File: src/pkg/pec_pkg.sv
package pec_pkg;
	localparam logic [7:0] PEC_OFS_UNLOCK_KEY = 8'h10;
	localparam logic [7:0] PEC_OFS_OUTPUT_ENABLE_CTRL = 8'h12;
	localparam logic [7:0] PEC_OFS_SUPERVISOR_IO_CONFIG = 8'h13;
	localparam logic [7:0] PEC_OFS_STATUS = 8'h20;
	localparam logic [7:0] PEC_RST_OUTPUT_ENABLE_CTRL = 8'h00;
	localparam logic [7:0] PEC_RST_SUPERVISOR_IO_CONFIG = 8'h08;
	localparam logic [7:0] PEC_KEY_VALUE = 8'h7D;
	localparam logic [7:0] PEC_OEN_WMASK = 8'h7F;
	localparam int PEC_BIT_LINEAR_REG = 0;
	localparam int PEC_BIT_SWITCH_ONE = 1;
	localparam int PEC_BIT_SWITCH_TWO = 2;
	localparam int PEC_BIT_SWITCH_THREE = 3;
	localparam int PEC_BIT_GP_OUT1 = 4;
	localparam int PEC_BIT_GP_OUT2 = 5;
	localparam int PEC_BIT_GP_OUT3 = 6;
	localparam int PEC_BIT_UVLO_LO = 0;
	localparam int PEC_BIT_TIGHT = 2;
	localparam int PEC_BIT_DELAY_LO = 3;
	localparam int PEC_BIT_PIN_ONE_MODE = 5;
	localparam int PEC_BIT_OUT_TWO_TYPE = 6;
	localparam int PEC_BIT_HOLD_SEL = 7;
	localparam int PEC_CLK_HZ = 100_000_000;
	localparam int PEC_TICK_PER_MS = 100_000;
	localparam int PEC_DLY0_MS = 10;
	localparam int PEC_DLY1_MS = 20;
	localparam int PEC_DLY2_MS = 50;
	localparam int PEC_DLY3_MS = 150;
	localparam int PEC_HOLD_SHORT_S = 8;
	localparam int PEC_HOLD_LONG_S = 15;
	localparam int PEC_MS_PER_S = 1000;
	localparam logic [1:0] PEC_DLY_RESET = 2'h1;
	localparam logic [1:0] PEC_UVLO_RESET = 2'h0;
	typedef struct packed {
		logic [7:0] adr;
		logic [7:0] dat;
		logic we;
		logic sel;
	} pec_req_t;
	typedef struct packed {
		logic linear_reg_on;
		logic switch_one_on;
		logic switch_two_on;
		logic switch_three_on;
	} pec_power_t;
	typedef struct packed {
		logic hold_long;
		logic out_two_drive_type;
		logic pin_one_mode;
		logic [1:0] good_assert_delay;
		logic supervisor_tight_sel;
		logic [1:0] uvlo_sel;
	} pec_cfg_t;
endpackage

File: src/verilog/pec_ms_timer.sv
`timescale 1ns/1ps
`default_nettype none
module pec_ms_timer #(
	parameter int TICK_PER_MS = 100_000
) (
	// Clock and reset.
	input wire logic sys_clk,
	input wire logic rst,
	// Control.
	input wire logic run,
	input wire logic [15:0] limit_ms,
	// Result.
	output logic done
);
	logic [16:0] tick;
	logic [15:0] ms;
	wire tick_end = tick == 17'(TICK_PER_MS - 1);
	always_ff @(posedge sys_clk or posedge rst) begin
		if (rst) begin
			tick <= 17'h00000;
			ms <= 16'h0000;
			done <= 1'b0;
		end else if (!run) begin
			tick <= 17'h00000;
			ms <= 16'h0000;
			done <= 1'b0;
		end else if (!done) begin
			tick <= tick_end ? 17'h00000 : tick + 17'h00001;
			if (tick_end) begin
				ms <= ms + 16'h0001;
				done <= (ms + 16'h0001) >= limit_ms;
			end
		end
	end
endmodule
`default_nettype wire

File: src/verilog/pec_regs.sv
// Local design decision: the Wishbone interface to the registers.
`timescale 1ns/1ps
`default_nettype none
module pec_regs #(
	parameter int TICK_PER_MS = pec_pkg::PEC_TICK_PER_MS,
	parameter logic [7:0] KEY = pec_pkg::PEC_KEY_VALUE
) (
	// Clock and reset.
	input wire logic sys_clk,
	input wire logic rst,
	// Wishbone slave.
	input wire logic wb_cyc_i,
	input wire logic wb_stb_i,
	input wire logic wb_we_i,
	input wire logic [7:0] wb_adr_i,
	input wire logic [0:0] wb_sel_i,
	input wire logic [7:0] wb_dat_i,
	output logic [7:0] wb_dat_o,
	output logic wb_ack_o,
	output logic wb_err_o,
	// Power sequencer override.
	input wire logic seq_write,
	input wire logic seq_linear_reg_on,
	input wire logic seq_switch_one_on,
	// Stored power-up defaults and their load request.
	input wire logic nv_load,
	input wire pec_pkg::pec_cfg_t nv_cfg,
	// Pin and supervisor inputs.
	input wire logic pin_one_in,
	input wire logic warm_reset_pin_sel,
	input wire logic rails_good,
	// Power controls.
	output var pec_pkg::pec_power_t power,
	output var pec_pkg::pec_cfg_t cfg,
	// Output pins, each as output level and enable.
	output logic gen_output_one_o,
	output logic gen_output_one_oe,
	output logic gen_output_two_o,
	output logic gen_output_two_oe,
	output logic gen_output_three_o,
	output logic gen_output_three_oe,
	// Supervisor outputs.
	output logic power_good,
	output logic [31:0] hold_time_cycles
);
	import pec_pkg::*;

	logic [7:0] oen;
	logic [7:0] cfg_q;
	logic unlocked;
	logic [15:0] delay_ms;
	logic delay_done;

	function automatic logic [15:0] delay_of(input logic [1:0] code);
		logic [15:0] r;
		r = 16'(PEC_DLY0_MS);
		unique case (code)
			2'h0: r = 16'(PEC_DLY0_MS);
			2'h1: r = 16'(PEC_DLY1_MS);
			2'h2: r = 16'(PEC_DLY2_MS);
			2'h3: r = 16'(PEC_DLY3_MS);
		endcase
		return r;
	endfunction

	function automatic logic [31:0] hold_of(input logic long_sel);
		logic [31:0] r;
		r = 32'(PEC_HOLD_SHORT_S * PEC_MS_PER_S * TICK_PER_MS);
		if (long_sel)
			r = 32'(PEC_HOLD_LONG_S * PEC_MS_PER_S * TICK_PER_MS);
		return r;
	endfunction

	// The key register and unmapped addresses read as zero.
	function automatic logic [7:0] read_of(input logic [7:0] adr, input logic [7:0] en, input logic [7:0] cf,
		input logic [7:0] st);
		logic [7:0] r;
		r = 8'h00;
		case (adr)
			PEC_OFS_OUTPUT_ENABLE_CTRL: r = en;
			PEC_OFS_SUPERVISOR_IO_CONFIG: r = cf;
			PEC_OFS_STATUS: r = st;
			default: r = 8'h00;
		endcase
		return r;
	endfunction

	wire req = wb_cyc_i && wb_stb_i && !wb_ack_o && !wb_err_o;
	wire hit_key = wb_adr_i == PEC_OFS_UNLOCK_KEY;
	wire hit_oen = wb_adr_i == PEC_OFS_OUTPUT_ENABLE_CTRL;
	wire hit_cfg = wb_adr_i == PEC_OFS_SUPERVISOR_IO_CONFIG;
	wire hit_sts = wb_adr_i == PEC_OFS_STATUS;
	wire mapped = hit_key || hit_oen || hit_cfg || hit_sts;
	wire wr = req && wb_we_i && wb_sel_i[0];
	wire wr_key = wr && hit_key;
	wire wr_oen = wr && hit_oen && unlocked;
	wire wr_cfg = wr && hit_cfg && unlocked;
	wire pin_in_mode = cfg_q[PEC_BIT_PIN_ONE_MODE];
	wire push_pull = cfg_q[PEC_BIT_OUT_TWO_TYPE];
	wire [7:0] status = {5'h00, delay_done, rails_good, unlocked};

	// Unmapped addresses also get an error answer.
	wire [7:0] rd_data = read_of(wb_adr_i, oen, cfg_q, status);

	// Output two follows pin one in input mode, else its own bit.
	wire out_two_level = pin_in_mode ? pin_one_in : oen[PEC_BIT_GP_OUT2];
	wire out_one_level = oen[PEC_BIT_GP_OUT1];

	// Next value of the output-enable register.
	logic [7:0] next_oen;
	always_comb begin
		next_oen = oen;
		if (wr_oen)
			next_oen = wb_dat_i & PEC_OEN_WMASK;
		if (seq_write) begin
			next_oen[PEC_BIT_LINEAR_REG] = seq_linear_reg_on;
			next_oen[PEC_BIT_SWITCH_ONE] = seq_switch_one_on;
		end
	end

	// A key write sets or clears the lock; any protected write relocks.
	logic next_unlocked;
	always_comb begin
		next_unlocked = unlocked;
		if (wr_key)
			next_unlocked = wb_dat_i == KEY;
		else if (wr && (hit_oen || hit_cfg))
			next_unlocked = 1'b0;
	end

	always_ff @(posedge sys_clk or posedge rst) begin
		if (rst) begin
			unlocked <= 1'b0;
		end else begin
			unlocked <= next_unlocked;
		end
	end

	always_ff @(posedge sys_clk or posedge rst) begin
		if (rst) begin
			oen <= PEC_RST_OUTPUT_ENABLE_CTRL;
		end else begin
			oen <= next_oen;
		end
	end

	// A load of the stored defaults wins over a bus write in the same cycle.
	logic [7:0] next_cfg;
	always_comb begin
		next_cfg = cfg_q;
		if (wr_cfg)
			next_cfg = wb_dat_i;
		if (nv_load)
			next_cfg = nv_cfg;
	end

	always_ff @(posedge sys_clk or posedge rst) begin
		if (rst) begin
			cfg_q <= PEC_RST_SUPERVISOR_IO_CONFIG;
		end else begin
			cfg_q <= next_cfg;
		end
	end

	// A request is answered on the next edge; the answer blocks a second take.
	wire next_ack = req && mapped;
	wire next_err = req && !mapped;
	wire [7:0] next_dat = req ? rd_data : 8'h00;

	always_ff @(posedge sys_clk or posedge rst) begin
		if (rst) begin
			wb_ack_o <= 1'b0;
		end else begin
			wb_ack_o <= next_ack;
		end
	end

	always_ff @(posedge sys_clk or posedge rst) begin
		if (rst) begin
			wb_err_o <= 1'b0;
		end else begin
			wb_err_o <= next_err;
		end
	end

	always_ff @(posedge sys_clk or posedge rst) begin
		if (rst) begin
			wb_dat_o <= 8'h00;
		end else begin
			wb_dat_o <= next_dat;
		end
	end

	assign delay_ms = delay_of(cfg_q[PEC_BIT_DELAY_LO +: 2]);

	pec_ms_timer #(
		.TICK_PER_MS(TICK_PER_MS)
	) u_timer (
		.sys_clk(sys_clk),
		.rst(rst),
		.run(rails_good),
		.limit_ms(delay_ms),
		.done(delay_done)
	);

	// Next values of the registered controls and pins.
	wire pec_power_t next_power = {
		oen[PEC_BIT_LINEAR_REG],
		oen[PEC_BIT_SWITCH_ONE],
		oen[PEC_BIT_SWITCH_TWO],
		oen[PEC_BIT_SWITCH_THREE]
	};
	// Pin one is open-drain: it pulls low only, and never in input mode.
	wire next_out_one_oe = !pin_in_mode && !out_one_level;
	// Open-drain pulls low only; push-pull drives both levels.
	wire next_out_two_o = out_two_level;
	wire next_out_two_oe = push_pull || !out_two_level;
	// Output three is open-drain and released in warm-reset mode.
	wire next_out_three_oe = !warm_reset_pin_sel && !oen[PEC_BIT_GP_OUT3];
	// Rising edge waits the delay; falling edge is immediate.
	wire next_power_good = rails_good && delay_done;
	wire [31:0] next_hold = hold_of(cfg_q[PEC_BIT_HOLD_SEL]);

	always_ff @(posedge sys_clk or posedge rst) begin
		if (rst) begin
			power <= '0;
		end else begin
			power <= next_power;
		end
	end

	always_ff @(posedge sys_clk or posedge rst) begin
		if (rst) begin
			cfg <= PEC_RST_SUPERVISOR_IO_CONFIG;
		end else begin
			cfg <= cfg_q;
		end
	end

	always_ff @(posedge sys_clk or posedge rst) begin
		if (rst) begin
			gen_output_one_o <= 1'b0;
		end else begin
			gen_output_one_o <= 1'b0;
		end
	end

	always_ff @(posedge sys_clk or posedge rst) begin
		if (rst) begin
			gen_output_one_oe <= 1'b0;
		end else begin
			gen_output_one_oe <= next_out_one_oe;
		end
	end

	always_ff @(posedge sys_clk or posedge rst) begin
		if (rst) begin
			gen_output_two_o <= 1'b0;
		end else begin
			gen_output_two_o <= next_out_two_o;
		end
	end

	always_ff @(posedge sys_clk or posedge rst) begin
		if (rst) begin
			gen_output_two_oe <= 1'b0;
		end else begin
			gen_output_two_oe <= next_out_two_oe;
		end
	end

	always_ff @(posedge sys_clk or posedge rst) begin
		if (rst) begin
			gen_output_three_o <= 1'b0;
		end else begin
			gen_output_three_o <= 1'b0;
		end
	end

	always_ff @(posedge sys_clk or posedge rst) begin
		if (rst) begin
			gen_output_three_oe <= 1'b0;
		end else begin
			gen_output_three_oe <= next_out_three_oe;
		end
	end

	always_ff @(posedge sys_clk or posedge rst) begin
		if (rst) begin
			power_good <= 1'b0;
		end else begin
			power_good <= next_power_good;
		end
	end

	always_ff @(posedge sys_clk or posedge rst) begin
		if (rst) begin
			hold_time_cycles <= 32'h00000000;
		end else begin
			hold_time_cycles <= next_hold;
		end
	end
endmodule
`default_nettype wire

File: config.mk
export PLATFORM = sky130hd
export DESIGN_NAME = pec_regs
export DESIGN_NICKNAME = d
export VERILOG_FILES = /design/src/pkg/pec_pkg.sv /design/src/verilog/pec_ms_timer.sv /design/src/verilog/pec_regs.sv
export SDC_FILE = /design/constraint.sdc
export NUM_CORES = 1
export LEC_CHECK = 0
export BUFFER_PORTS_ARGS = -buffer_cell sky130_fd_sc_hd__buf_2
export CORE_ASPECT_RATIO = 1.75
export CORE_MARGIN = 1.5
export CORE_UTILIZATION = 54
export DETAILED_ROUTE_END_ITERATION = 8
export MAX_ROUTING_LAYER = met4
export PLACE_DENSITY = 0.92
export SLEW_MARGIN = 20
export SYNTH_ARGS = -nofsm -noshare
export SYNTH_HDL_FRONTEND = slang
export SYNTH_SLANG_ARGS = --single-unit
File: constraint.sdc
create_clock -name sys_clk -period 3 [get_ports sys_clk]
set_input_delay 0.6 -clock sys_clk [delete_from_list [all_inputs] [get_ports sys_clk]]
set_output_delay 0.6 -clock sys_clk [all_outputs]
set_load 0.1 [all_outputs]
Word-level counts from Yosys, hierarchy flattened
Index checks and enable logic that the tools add are counted.

Memories: 0. Input bits: 37. Bits in read-only memories: 0. Logic and storage cells: 94. Latch bits: 0. Flip-flop bits (word level): 109. Bits in writable memories: 0.

Reduce and logical (&&, ||, !) cells: 34. Equal/unequal tests: 11. Magnitude comparators: 1. Mux-type cells: 20. Multipliers: 0. Divide/modulo/power cells: 0. Bitwise gates (word level): 0. Shifts and indexed selects: 0. $add $sub $neg: 2.

Operator list (count): $pmux 16 s4 (1); $mux 17 (3); $mux 16 (3); $mux 31 (1); $eq 8x5->1 const B (3); $mux 8 (3); $pmux 8 s3 (1); $add 17x1->17 const B (1); $eq 17x17->1 const B (1); $add 16x1->16 const B (1); $ge 16x16->1 (1); $logic_and 1x1->1 (16); $eq 8x6->1 const B (1); $eq 8x7->1 const B (1); $logic_not 1->1 (8); $mux 1 (6); $reduce_bool 2->1 (3); $logic_or 1x1->1 (5); $eq 2x2->1 const B (2); $mux 2 (2); $eq 2x1->1 const B (1); $logic_not 2->1 (1); $ne 2x1->1 const B (1); $ne 2x2->1 const B (1); $reduce_and 2->1 (1).

Logic depth before layout (Yosys ltp)
Gate-level depths: netlist (run 1).

Depth after elaboration: 9. Gate-level depth with buffers: 9. Depth with buffers taken out: 9.

Cells and area by module
Synthesis (run 1) repeated with hierarchy kept, for this count alone.

Cell total of the unflattened synthesis: 463. Area total of the unflattened synthesis: 4508.1 µm².

Modules (own cells, without submodules): pec_ms_timer (area each 2323.5 µm², cells each 263, instances 1, seq. area each 850.8 µm²); pec_regs (area each 2184.6 µm², cells each 200, instances 1, seq. area each 1128.6 µm²).

Worst setup path before layout (run 1)
Ideal clock, no wire load.

Path type: reg-to-reg. From: register wb_err_o. To: register oen[2]. Cell stages (with the launch flop): 6. Data arrival time: 2127 ps. Required time: 2875 ps. Path slack: 749 ps. Clock period less this slack: 2251 ps. Setup time: 125 ps. Path through: dfrtp_1 nor4bb_1 and3_1 and4b_1 buf_4 mux2_2.

Cells in the longest elaborated chain, start to end: 6.

Ends and longest elaborated chain: from (decl) (line pec_regs.sv:20) `output logic wb_err_o,`; from (signal assigned) (line pec_regs.sv:182) `wb_err_o <= next_err;`; $logic_not 1->1 (line pec_regs.sv:88) `wire req = wb_cyc_i && wb_stb_i && !wb_ack_o && !wb_err_o;`; $logic_and 1x1->1 (line pec_regs.sv:88); $logic_and 1x1->1 (2 in series) (line pec_regs.sv:94) `wire wr = req && wb_we_i && wb_sel_i[0];`; $logic_and 1x1->1 (2 in series) (line pec_regs.sv:96) `wire wr_oen = wr && hit_oen && unlocked;`; to (signal assigned) (line pec_regs.sv:143) `oen <= next_oen;`; to (decl) (line pec_regs.sv:48) `logic [7:0] oen;`.

Every way passes these cells. A chain may end at the register's enable or synchronous reset.

Worst setup path in the final report (run 1)
From: register u_timer.ms[0]. To: register u_timer.done.

Cells in the longest elaborated chain, start to end: 5.

Ends and longest elaborated chain: from (decl) (line pec_ms_timer.sv:16) `logic [15:0] ms;`; from (signal assigned) (line pec_ms_timer.sv:30) `ms <= ms + 16'h0001;`; $add 16x1->16 (line pec_ms_timer.sv:31) `done <= (ms + 16'h0001) >= limit_ms;`; $ge 16x16->1 (line pec_ms_timer.sv:31); $mux 1 (line pec_ms_timer.sv:29) `if (tick_end) begin`; $mux 1 (line pec_ms_timer.sv:27) `end else if (!done) begin`; $mux 1 (line pec_ms_timer.sv:23) `end else if (!run) begin`; to (signal assigned) (line pec_ms_timer.sv:31); to (decl) (line pec_ms_timer.sv:13) `output logic done`.

Every way passes these cells.

==> metrics.md, run 1 <==
| Metric | Value |
|---|---|
| Result of the run | finished clean |
| DP HPWL | 7163 um |
| Sort of element at the end of the critical path | flop |
| Worst-margin pin slew | 837.7 ps |
| Remaining max-slew budget at the tightest pin | 0.4408 |
| R2r startpoint | u_timer.ms[0] |
| Async set-reset flop share out of synthesis | 1.000 |
| Number of buffers added by the clock tree synthesis step | 9 |
| Class of the most critical hold timing path | in -> reg |
| Flops & latches, synth | 79 |
| GP Congestion | 0.9573 |
| Core Region | 7515 um2 |
| Yosys warnings | 0 |
| Detail Route Antenna Nets | 0 |
| Top cells by area in the synthesized netlist | sky130_fd_sc_hd__dfrtp_1, sky130_fd_sc_hd__buf_4, sky130_fd_sc_hd__o21ai_0 |
| Mapped cell area | 4133 um2 |
| Floorplan die width | 69.13 um |
| Data required, critical path | 3210 ps |
| Crit path time final | 2359 ps |
| Final number of max-transition violations | 0 |
| Worst Reg2Reg Path Length in Cells | 9 |
| Number of fill cells | 580 |
| Worst-path cell chain | ha_1 -> nand3_1 -> xnor2_1 -> ha_1 -> a21o_1 -> a21oi_1 -> a31oi_1 -> nor4_1 -> a31oi_1 |
| Hold Buf Count CTS | 0 |
| Total routing resource utilization after global routing | 0.2506 |
| Total cell area at the placement stage | 4441 um2 |
| Average routed wire per standard cell | 17.30 um |
| Power density over cell area | 595.1 nW/um2 |
| Area grow syn2layout | 14.83% |
| Fraction of final layout cells sized beyond drive strength 1 | 0.2727 |
| Maximum number of pins on one net before global-route repair | 41 |
| Critical path arrival | 2560 ps |
| Clock edge transition at the registers on the reported setup and hold paths | 60 ps |
| CTS tree | built |
| Cell family contributing the most delay on the critical path | adder cells |
| Share of synthesized area spent on multiplexers | 0.06085 |
| Max VDD drop | 0.5065 mV |
| Syn Area/Cell | 10.01 um2 |
| Finished Cell Area | 4746 um2 |
| Timing startpoint of the critical path | u_timer.ms[0] |
| Total setup violations reported at the end of the flow | 0 |
| CTS Root Cell | sky130_fd_sc_hd__clkbuf_16 |
| End point of the critical path | u_timer.done |
| Post-CTS setup-driven buffer insertion count | 0 |
| Post-synth top area cell | sky130_fd_sc_hd__dfrtp_1 |
| Starting Density | 0.5500 |
| Combinational family with the most area after synthesis | simple AND/OR/NAND/NOR gates |
| Detailed-route wire length | 9896 um |
| CP Launch Type | flop |
| Initial antenna violation count | 0 |
| Unrepaired setup endpoints after global routing | no |
| Number of optimization iterations in the first detailed-route pass | 5 |
| Area fraction in compound gates after synthesis | 0.1323 |
| Number of sinks on the clock net | 79 |
| Number of placed instances, taps included | 556 |
| Part of the Yosys area used for sequential elements | 0.4790 |
| Clock tree buffer depth | 2 |
| Post-route clock skew | 7.096 ps |
| Post-Synth XOR/XNOR Area | 0.02543 |
| M1 WL | 3355 um |
| Total number of nets in the final design | 524 |
| GRT Residual Overflow | 0 |
| Number of gates on the worst path with buffers counted | 9 |
| Final Hold Slack | 391.3 ps |
| Leakage power figure | 2.220 nW |
| Most common cell after layout, fill and taps aside | sky130_fd_sc_hd__buf_2 |
| Unique masters post-synth | 60 |
| Post-synthesis instance total | 413 |
| PnR Total Power | 2.824 mW |
| Endpoint of the most critical register-to-register path | u_timer.done |
| FP Rows | 42 |
| Area enclosed by the die boundary | 8208 um2 |
| Multi-input gate area | 1849 um2 |
| Uppermost metal layer occupied by signal nets | met4 |
| Post-synthesis share of cell area spent on full adders, half adders and majority gates | 0.02422 |
| Wire length of the first global-routing pass | 15950 um |
| Clock latency reported for the late side of the worst-skew pair | 350 ps |
| Number of enable flip-flop cells after synthesis | 0 |
| Height of the die | 118.7 um |
| Vias in the first global route | 3509 |
| Utilization after layout | 0.6315 |
| Number of gates given a new drive strength after cts | 0 |
| Number of max-cap violations | 0 |
| CTS H-Tree Depth | 3 |
| Storage element area | 1979 um2 |
| Count of buffers inserted at the top-level ports | 82 |
| Biggest fanout along the worst timing path | 6 |
| Portion of synthesized cell area occupied by the leading cell type | 0.4662 |
| Number of top-level pins | 98 |
| Detailed-route vias per instance | 6.073 |
| Initial DRC Count | 240 |
| Diode count | 0 |
| Crit path largest cell delay | 430 ps |
| Most used flip-flop cell after synthesis | sky130_fd_sc_hd__dfrtp_1 |
| Most frequent cells in the layout | sky130_fd_sc_hd__buf_2, sky130_fd_sc_hd__dfrtp_1, sky130_fd_sc_hd__nand2_1 |
| Number of buffer and inverter stages on the critical path | 0 |
| Highest clock rate | 424.0 MHz |
| Routed met2 length | 5627 um |
| Post-Synth Simple-Gate Area | 0.1883 |
| Crit-path slowest cell | sky130_fd_sc_hd__dfrtp_1 |
| Final worst path period share | 0.7862 |
| Slack of the worst reg-to-reg path | 640 ps |
| Total DRC errors in the routed layout | 0 |
| Crit path setup slack, layout | 641.4 ps |
| Final Hold Vio Count | 0 |
| Worst setup slack before clock tree synthesis | 376.5 ps |
| Sum of negative setup slack | 0 ps |
| Final instance count without filler cells | 572 |
| Routed length on met3 | 503 um |
| Vias | 3474 |
| Setup Crit Path Kind | reg -> reg |
[worst min path at each step]
stage                                  start             endpoint  slack [ps]  depth (start not counted)
after floorplan                       oen[2]             power[1]         370                          0
after global placement              cfg_q[2]               cfg[2]         380                          0
after detailed placement            cfg_q[1]               cfg[1]         380                          0
after CTS                 warm_reset_pin_sel  gen_output_three_oe         390                          2
after global routing      warm_reset_pin_sel  gen_output_three_oe         400                          2
final                     warm_reset_pin_sel  gen_output_three_oe         390                          2
[layout make-up]
| cell class | instances | share of cell area |
|---|---|---|
| inverters | 19 | 0.01503 |
| repair buffers | 84 | 0.09228 |
| multi-input cells | 286 | 0.3897 |
| well taps | 88 | 0.02320 |
| clock buffers | 10 | 0.04825 |
| flip-flops and latches | 79 | 0.4171 |
| clock inverters | 6 | 0.01450 |
[cells in the mapped netlist, types with 8 or more instances]
library cell,instances
sky130_fd_sc_hd__dfrtp_1,77
sky130_fd_sc_hd__buf_4,33
sky130_fd_sc_hd__nand2_1,32
sky130_fd_sc_hd__o21ai_0,31
sky130_fd_sc_hd__nor2_1,29
sky130_fd_sc_hd__nand3_1,19
sky130_fd_sc_hd__inv_1,18
sky130_fd_sc_hd__mux2i_1,15
sky130_fd_sc_hd__a21oi_1,14
sky130_fd_sc_hd__mux2_2,9
sky130_fd_sc_hd__a22o_1,8
sky130_fd_sc_hd__ha_1,8
sky130_fd_sc_hd__nor4_1,8
sky130_fd_sc_hd__or3_1,8
[state kept, by name, summed over array words and instances (netlist names), 3 cells and up]
| name | flops |
|---|---|
| oen | 7 |
| u_timer.tick | 17 |
| wb_dat_o | 8 |
| cfg | 7 |
| hold_time_cycles | 3 |
| cfg_q | 8 |
| u_timer.ms | 16 |
| power | 4 |
[worst register-to-register path: cells and delay by family, from the launching register on]
kind	cells	cell delay (ps)
fa+ha+maj	2	620
xor+xnor	1	160
flops	1	430
simple gates	2	420
compound gates	4	580
[kinds of logic after synthesis]
family | Yosys count
compound gates | 84
xor+xnor | 12
fa+ha+maj | 8
buf+inv | 62
flops | 79
mux | 24
other cells | 2
simple gates | 142
[where the power goes]
part,internal [mW],total (mW),switching (mW)
registers,1.11,1.14,0.0302
clock network,0.650,1.10,0.450
logic,0.0867,0.589,0.502
[routing by layer]
metal	vias up	track usage
met4	0	0.1360
met1	1707	0.2351
met5	-	-
met3	50	0.05286
li1	1564	-
met2	153	0.4627
Note: power is estimated with default switching activity, not from simulation.
==> run 2: changes to the inputs <==
--- a/config.mk
+++ b/config.mk
@@ -8,10 +8,10 @@
 export BUFFER_PORTS_ARGS = -buffer_cell sky130_fd_sc_hd__buf_2
 export CORE_ASPECT_RATIO = 1.75
 export CORE_MARGIN = 1.5
-export CORE_UTILIZATION = 54
+export CORE_UTILIZATION = 49
 export DETAILED_ROUTE_END_ITERATION = 8
 export MAX_ROUTING_LAYER = met4
-export PLACE_DENSITY = 0.92
+export PLACE_DENSITY = 0.89
 export SLEW_MARGIN = 20
 export SYNTH_ARGS = -nofsm -noshare
 export SYNTH_HDL_FRONTEND = slang
==> constraint.sdc (replaced) <==
create_clock -name sys_clk -period 1.9 [get_ports sys_clk]
set_input_delay 0.38 -clock sys_clk [delete_from_list [all_inputs] [get_ports sys_clk]]
set_output_delay 0.38 -clock sys_clk [all_outputs]
set_load 0.1 [all_outputs]
==> run 2 against run 1 <==
Net effect: the flow now finishes with violations (negative setup slack); via count grew 7.3%; clock skew grew 1.9 ps; combinational power grew 66%; critical path depth is the same; first-iteration DRC count grew 5.0%; wire length grew 13%; critical path type unchanged.
==> metrics.md, run 2 (same netlist as run 1, synthesis figures left out) <==
| Metric | Value |
|---|---|
| Most frequent cells in the layout | sky130_fd_sc_hd__buf_2, sky130_fd_sc_hd__dfrtp_1, sky130_fd_sc_hd__buf_4 (was sky130_fd_sc_hd__buf_2, sky130_fd_sc_hd__dfrtp_1, sky130_fd_sc_hd__nand2_1) |
| Setup Crit Path Kind | reg -> reg (unchanged) |
| Initial DRC Count | 252 (was 240) |
| Most common cell after layout, fill and taps aside | sky130_fd_sc_hd__buf_2 (unchanged) |
| Violated checks | negative setup slack |
| Max reg flops | 17 (unchanged) |
| Fraction of final layout cells sized beyond drive strength 1 | 0.3787 (was 0.2727) |
| Endpoint of the most critical register-to-register path | u_timer.done (unchanged) |
| Unrepaired setup endpoints after global routing | yes (was no) |
| Worst-margin pin slew | 623.5 ps (was 837.7 ps) |
| R2r startpoint | u_timer.ms[0] (unchanged) |
| Data required, critical path | 2090 ps (was 3210 ps) |
| Final Hold Vio Count | 0 (unchanged) |
| CTS Root Cell | sky130_fd_sc_hd__clkbuf_16 (unchanged) |
| Number of optimization iterations in the first detailed-route pass | 7 (was 5) |
| Count of buffers inserted at the top-level ports | 82 (unchanged) |
| Number of max-cap violations | 0 (unchanged) |
| Core Region | 8258 um2 (was 7515 um2) |
| Worst setup slack before clock tree synthesis | -186.8 ps (was 376.5 ps) |
| Crit path time final | 2090 ps (was 2359 ps) |
| Area enclosed by the die boundary | 9016 um2 (was 8208 um2) |
| Wire length of the first global-routing pass | 17280 um (was 15950 um) |
| Clock tree buffer depth | 2 (unchanged) |
| Total cell area at the placement stage | 4846 um2 (was 4441 um2) |
| Leakage power figure | 2.509 nW (was 2.220 nW) |
| CTS tree | built (unchanged) |
| Diode count | 0 (unchanged) |
| Total DRC errors in the routed layout | 0 (unchanged) |
| Number of top-level pins | 98 (unchanged) |
| Critical path arrival | 2280 ps (was 2560 ps) |
| Final number of max-transition violations | 0 (unchanged) |
| End point of the critical path | u_timer.done (unchanged) |
| Utilization after layout | 0.6450 (was 0.6315) |
| Starting Density | 0.5005 (was 0.5500) |
| Crit path setup slack, layout | -189.6 ps (was 641.4 ps) |
| Number of sinks on the clock net | 79 (unchanged) |
| Detailed-route vias per instance | 5.935 (was 6.073) |
| Clock latency reported for the late side of the worst-skew pair | 340 ps (was 350 ps) |
| Number of fill cells | 624 (was 580) |
| Clock edge transition at the registers on the reported setup and hold paths | 60 ps (about the same) |
| Vias in the first global route | 3726 (was 3509) |
| Slack of the worst reg-to-reg path | -190 ps (was 640 ps) |
| Biggest fanout along the worst timing path | 3 (was 6) |
| Final worst path period share | 1.100 (was 0.7862) |
| Sort of element at the end of the critical path | flop (unchanged) |
| Largest registers ranked by flip-flop count | u_timer.tick: 17 flops, u_timer.ms: 16 flops (unchanged) |
| DP HPWL | 7836 um (was 7163 um) |
| Initial antenna violation count | 0 (unchanged) |
| Total number of nets in the final design | 576 (was 524) |
| Remaining max-slew budget at the tightest pin | 0.5790 (was 0.4408) |
| Timing startpoint of the critical path | u_timer.ms[0] (unchanged) |
| Floorplan die width | 72.42 um (was 69.13 um) |
| Worst Reg2Reg Path Length in Cells | 9 (unchanged) |
| Number of buffers added by the clock tree synthesis step | 9 (unchanged) |
| GP Congestion | 0.9954 (was 0.9573) |
| PnR Total Power | 4.482 mW (was 2.824 mW) |
| Total setup violations reported at the end of the flow | 1 (was 0) |
| Post-route clock skew | 8.983 ps (was 7.096 ps) |
| Result of the run | finished with violations (was finished clean) |
| CP Launch Type | flop (unchanged) |
| Class of the most critical hold timing path | in -> async (was in -> reg) |
| Detailed-route wire length | 11180 um (was 9896 um) |
| Area grow syn2layout | 28.88% (was 14.83%) |
| Average routed wire per standard cell | 17.81 um (was 17.30 um) |
| CTS H-Tree Depth | 3 (unchanged) |
| Number of placed instances, taps included | 604 (was 556) |
| Total routing resource utilization after global routing | 0.2561 (was 0.2506) |
| Detail Route Antenna Nets | 0 (unchanged) |
| Vias | 3727 (was 3474) |
| Power density over cell area | 841.6 nW/um2 (was 595.1 nW/um2) |
| GRT Residual Overflow | 0 (unchanged) |
| Largest register by flop count | u_timer.tick (unchanged) |
| Highest clock rate | 478.6 MHz (was 424.0 MHz) |
| Max VDD drop | 0.5151 mV (was 0.5065 mV) |
| Maximum number of pins on one net before global-route repair | 80 (was 41) |
| FP Rows | 44 (was 42) |
| Height of the die | 124.5 um (was 118.7 um) |
| Finished Cell Area | 5326 um2 (was 4746 um2) |
| Final instance count without filler cells | 628 (was 572) |
## run 2: per-layer routing
layer | vias to the layer above | GRT usage | wire length (um)
met1 | 1802 | 0.2569 | 3908
met4 | 0 | 0.1654 | 641
met3 | 65 | 0.06230 | 579
met5 | - | - | 0
li1 | 1667 | - | -
met2 | 193 | 0.4303 | 6055
## run 2: worst min path at each step
stage	start	endpoint	slack [ps]	cells after the start
final	rst	gen_output_two_oe	160	3
after global routing	rst	gen_output_two_oe	190	3
after detailed placement	cfg_q[1]	cfg[1]	390	0
after CTS	rst	gen_output_two_o	170	3
after global placement	cfg_q[1]	cfg[1]	380	0
after floorplan	cfg_q[0]	cfg[0]	370	0
## run 2: metrics by stage
stage                     setup TNS (ps)  hold slack (ps)
after floorplan                   -55.01            368.6
after global placement            -136.9            378.2
after detailed placement          -337.9            388.9
after CTS                         -155.4            168.6
after global routing              -296.3            189.3
final                             -189.6            158.3
## run 2: worst max-delay path, stage by stage, from the launching register on
cell	delay (ps)
sky130_fd_sc_hd__dfrtp_2	410
sky130_fd_sc_hd__ha_4	150
sky130_fd_sc_hd__nand3_2	90
sky130_fd_sc_hd__xnor2_2	160
sky130_fd_sc_hd__ha_1	320
sky130_fd_sc_hd__a21o_1	170
sky130_fd_sc_hd__a21oi_2	120
sky130_fd_sc_hd__a31oi_1	110
sky130_fd_sc_hd__nor4_1	300
sky130_fd_sc_hd__a31oi_1	110
## run 2: where the power goes
group | leakage, nW | internal, mW | total, mW | switching, mW
clock network | 0.140 | 1.05 | 1.71 | 0.658
logic | 1.33 | 0.171 | 0.977 | 0.807
registers | 1.04 | 1.75 | 1.79 | 0.0484
total | 2.51 | 2.97 | 4.48 | 1.51
## run 2: what timing repair did
| item | in CTS | in global routing |
|---|---|---|
| hold buffers | 0 | 0 |
| buffers inserted | 5 | 3 |
| pin swaps | 10 | 6 |
| endpoints found under the setup margin | 14 | 23 |
| gates resized for setup | 12 | 14 |
## run 2: cell type report
type                    count  area (um2)  share of cell area
inverters                  19       75.07             0.01409
flip-flops and latches     79        1992              0.3740
clock buffers              13       250.2             0.04698
repair buffers            136       840.8              0.1579
clock inverters             3       42.54            0.007987
well taps                  92       115.1             0.02161
multi-input cells         286        2011              0.3775
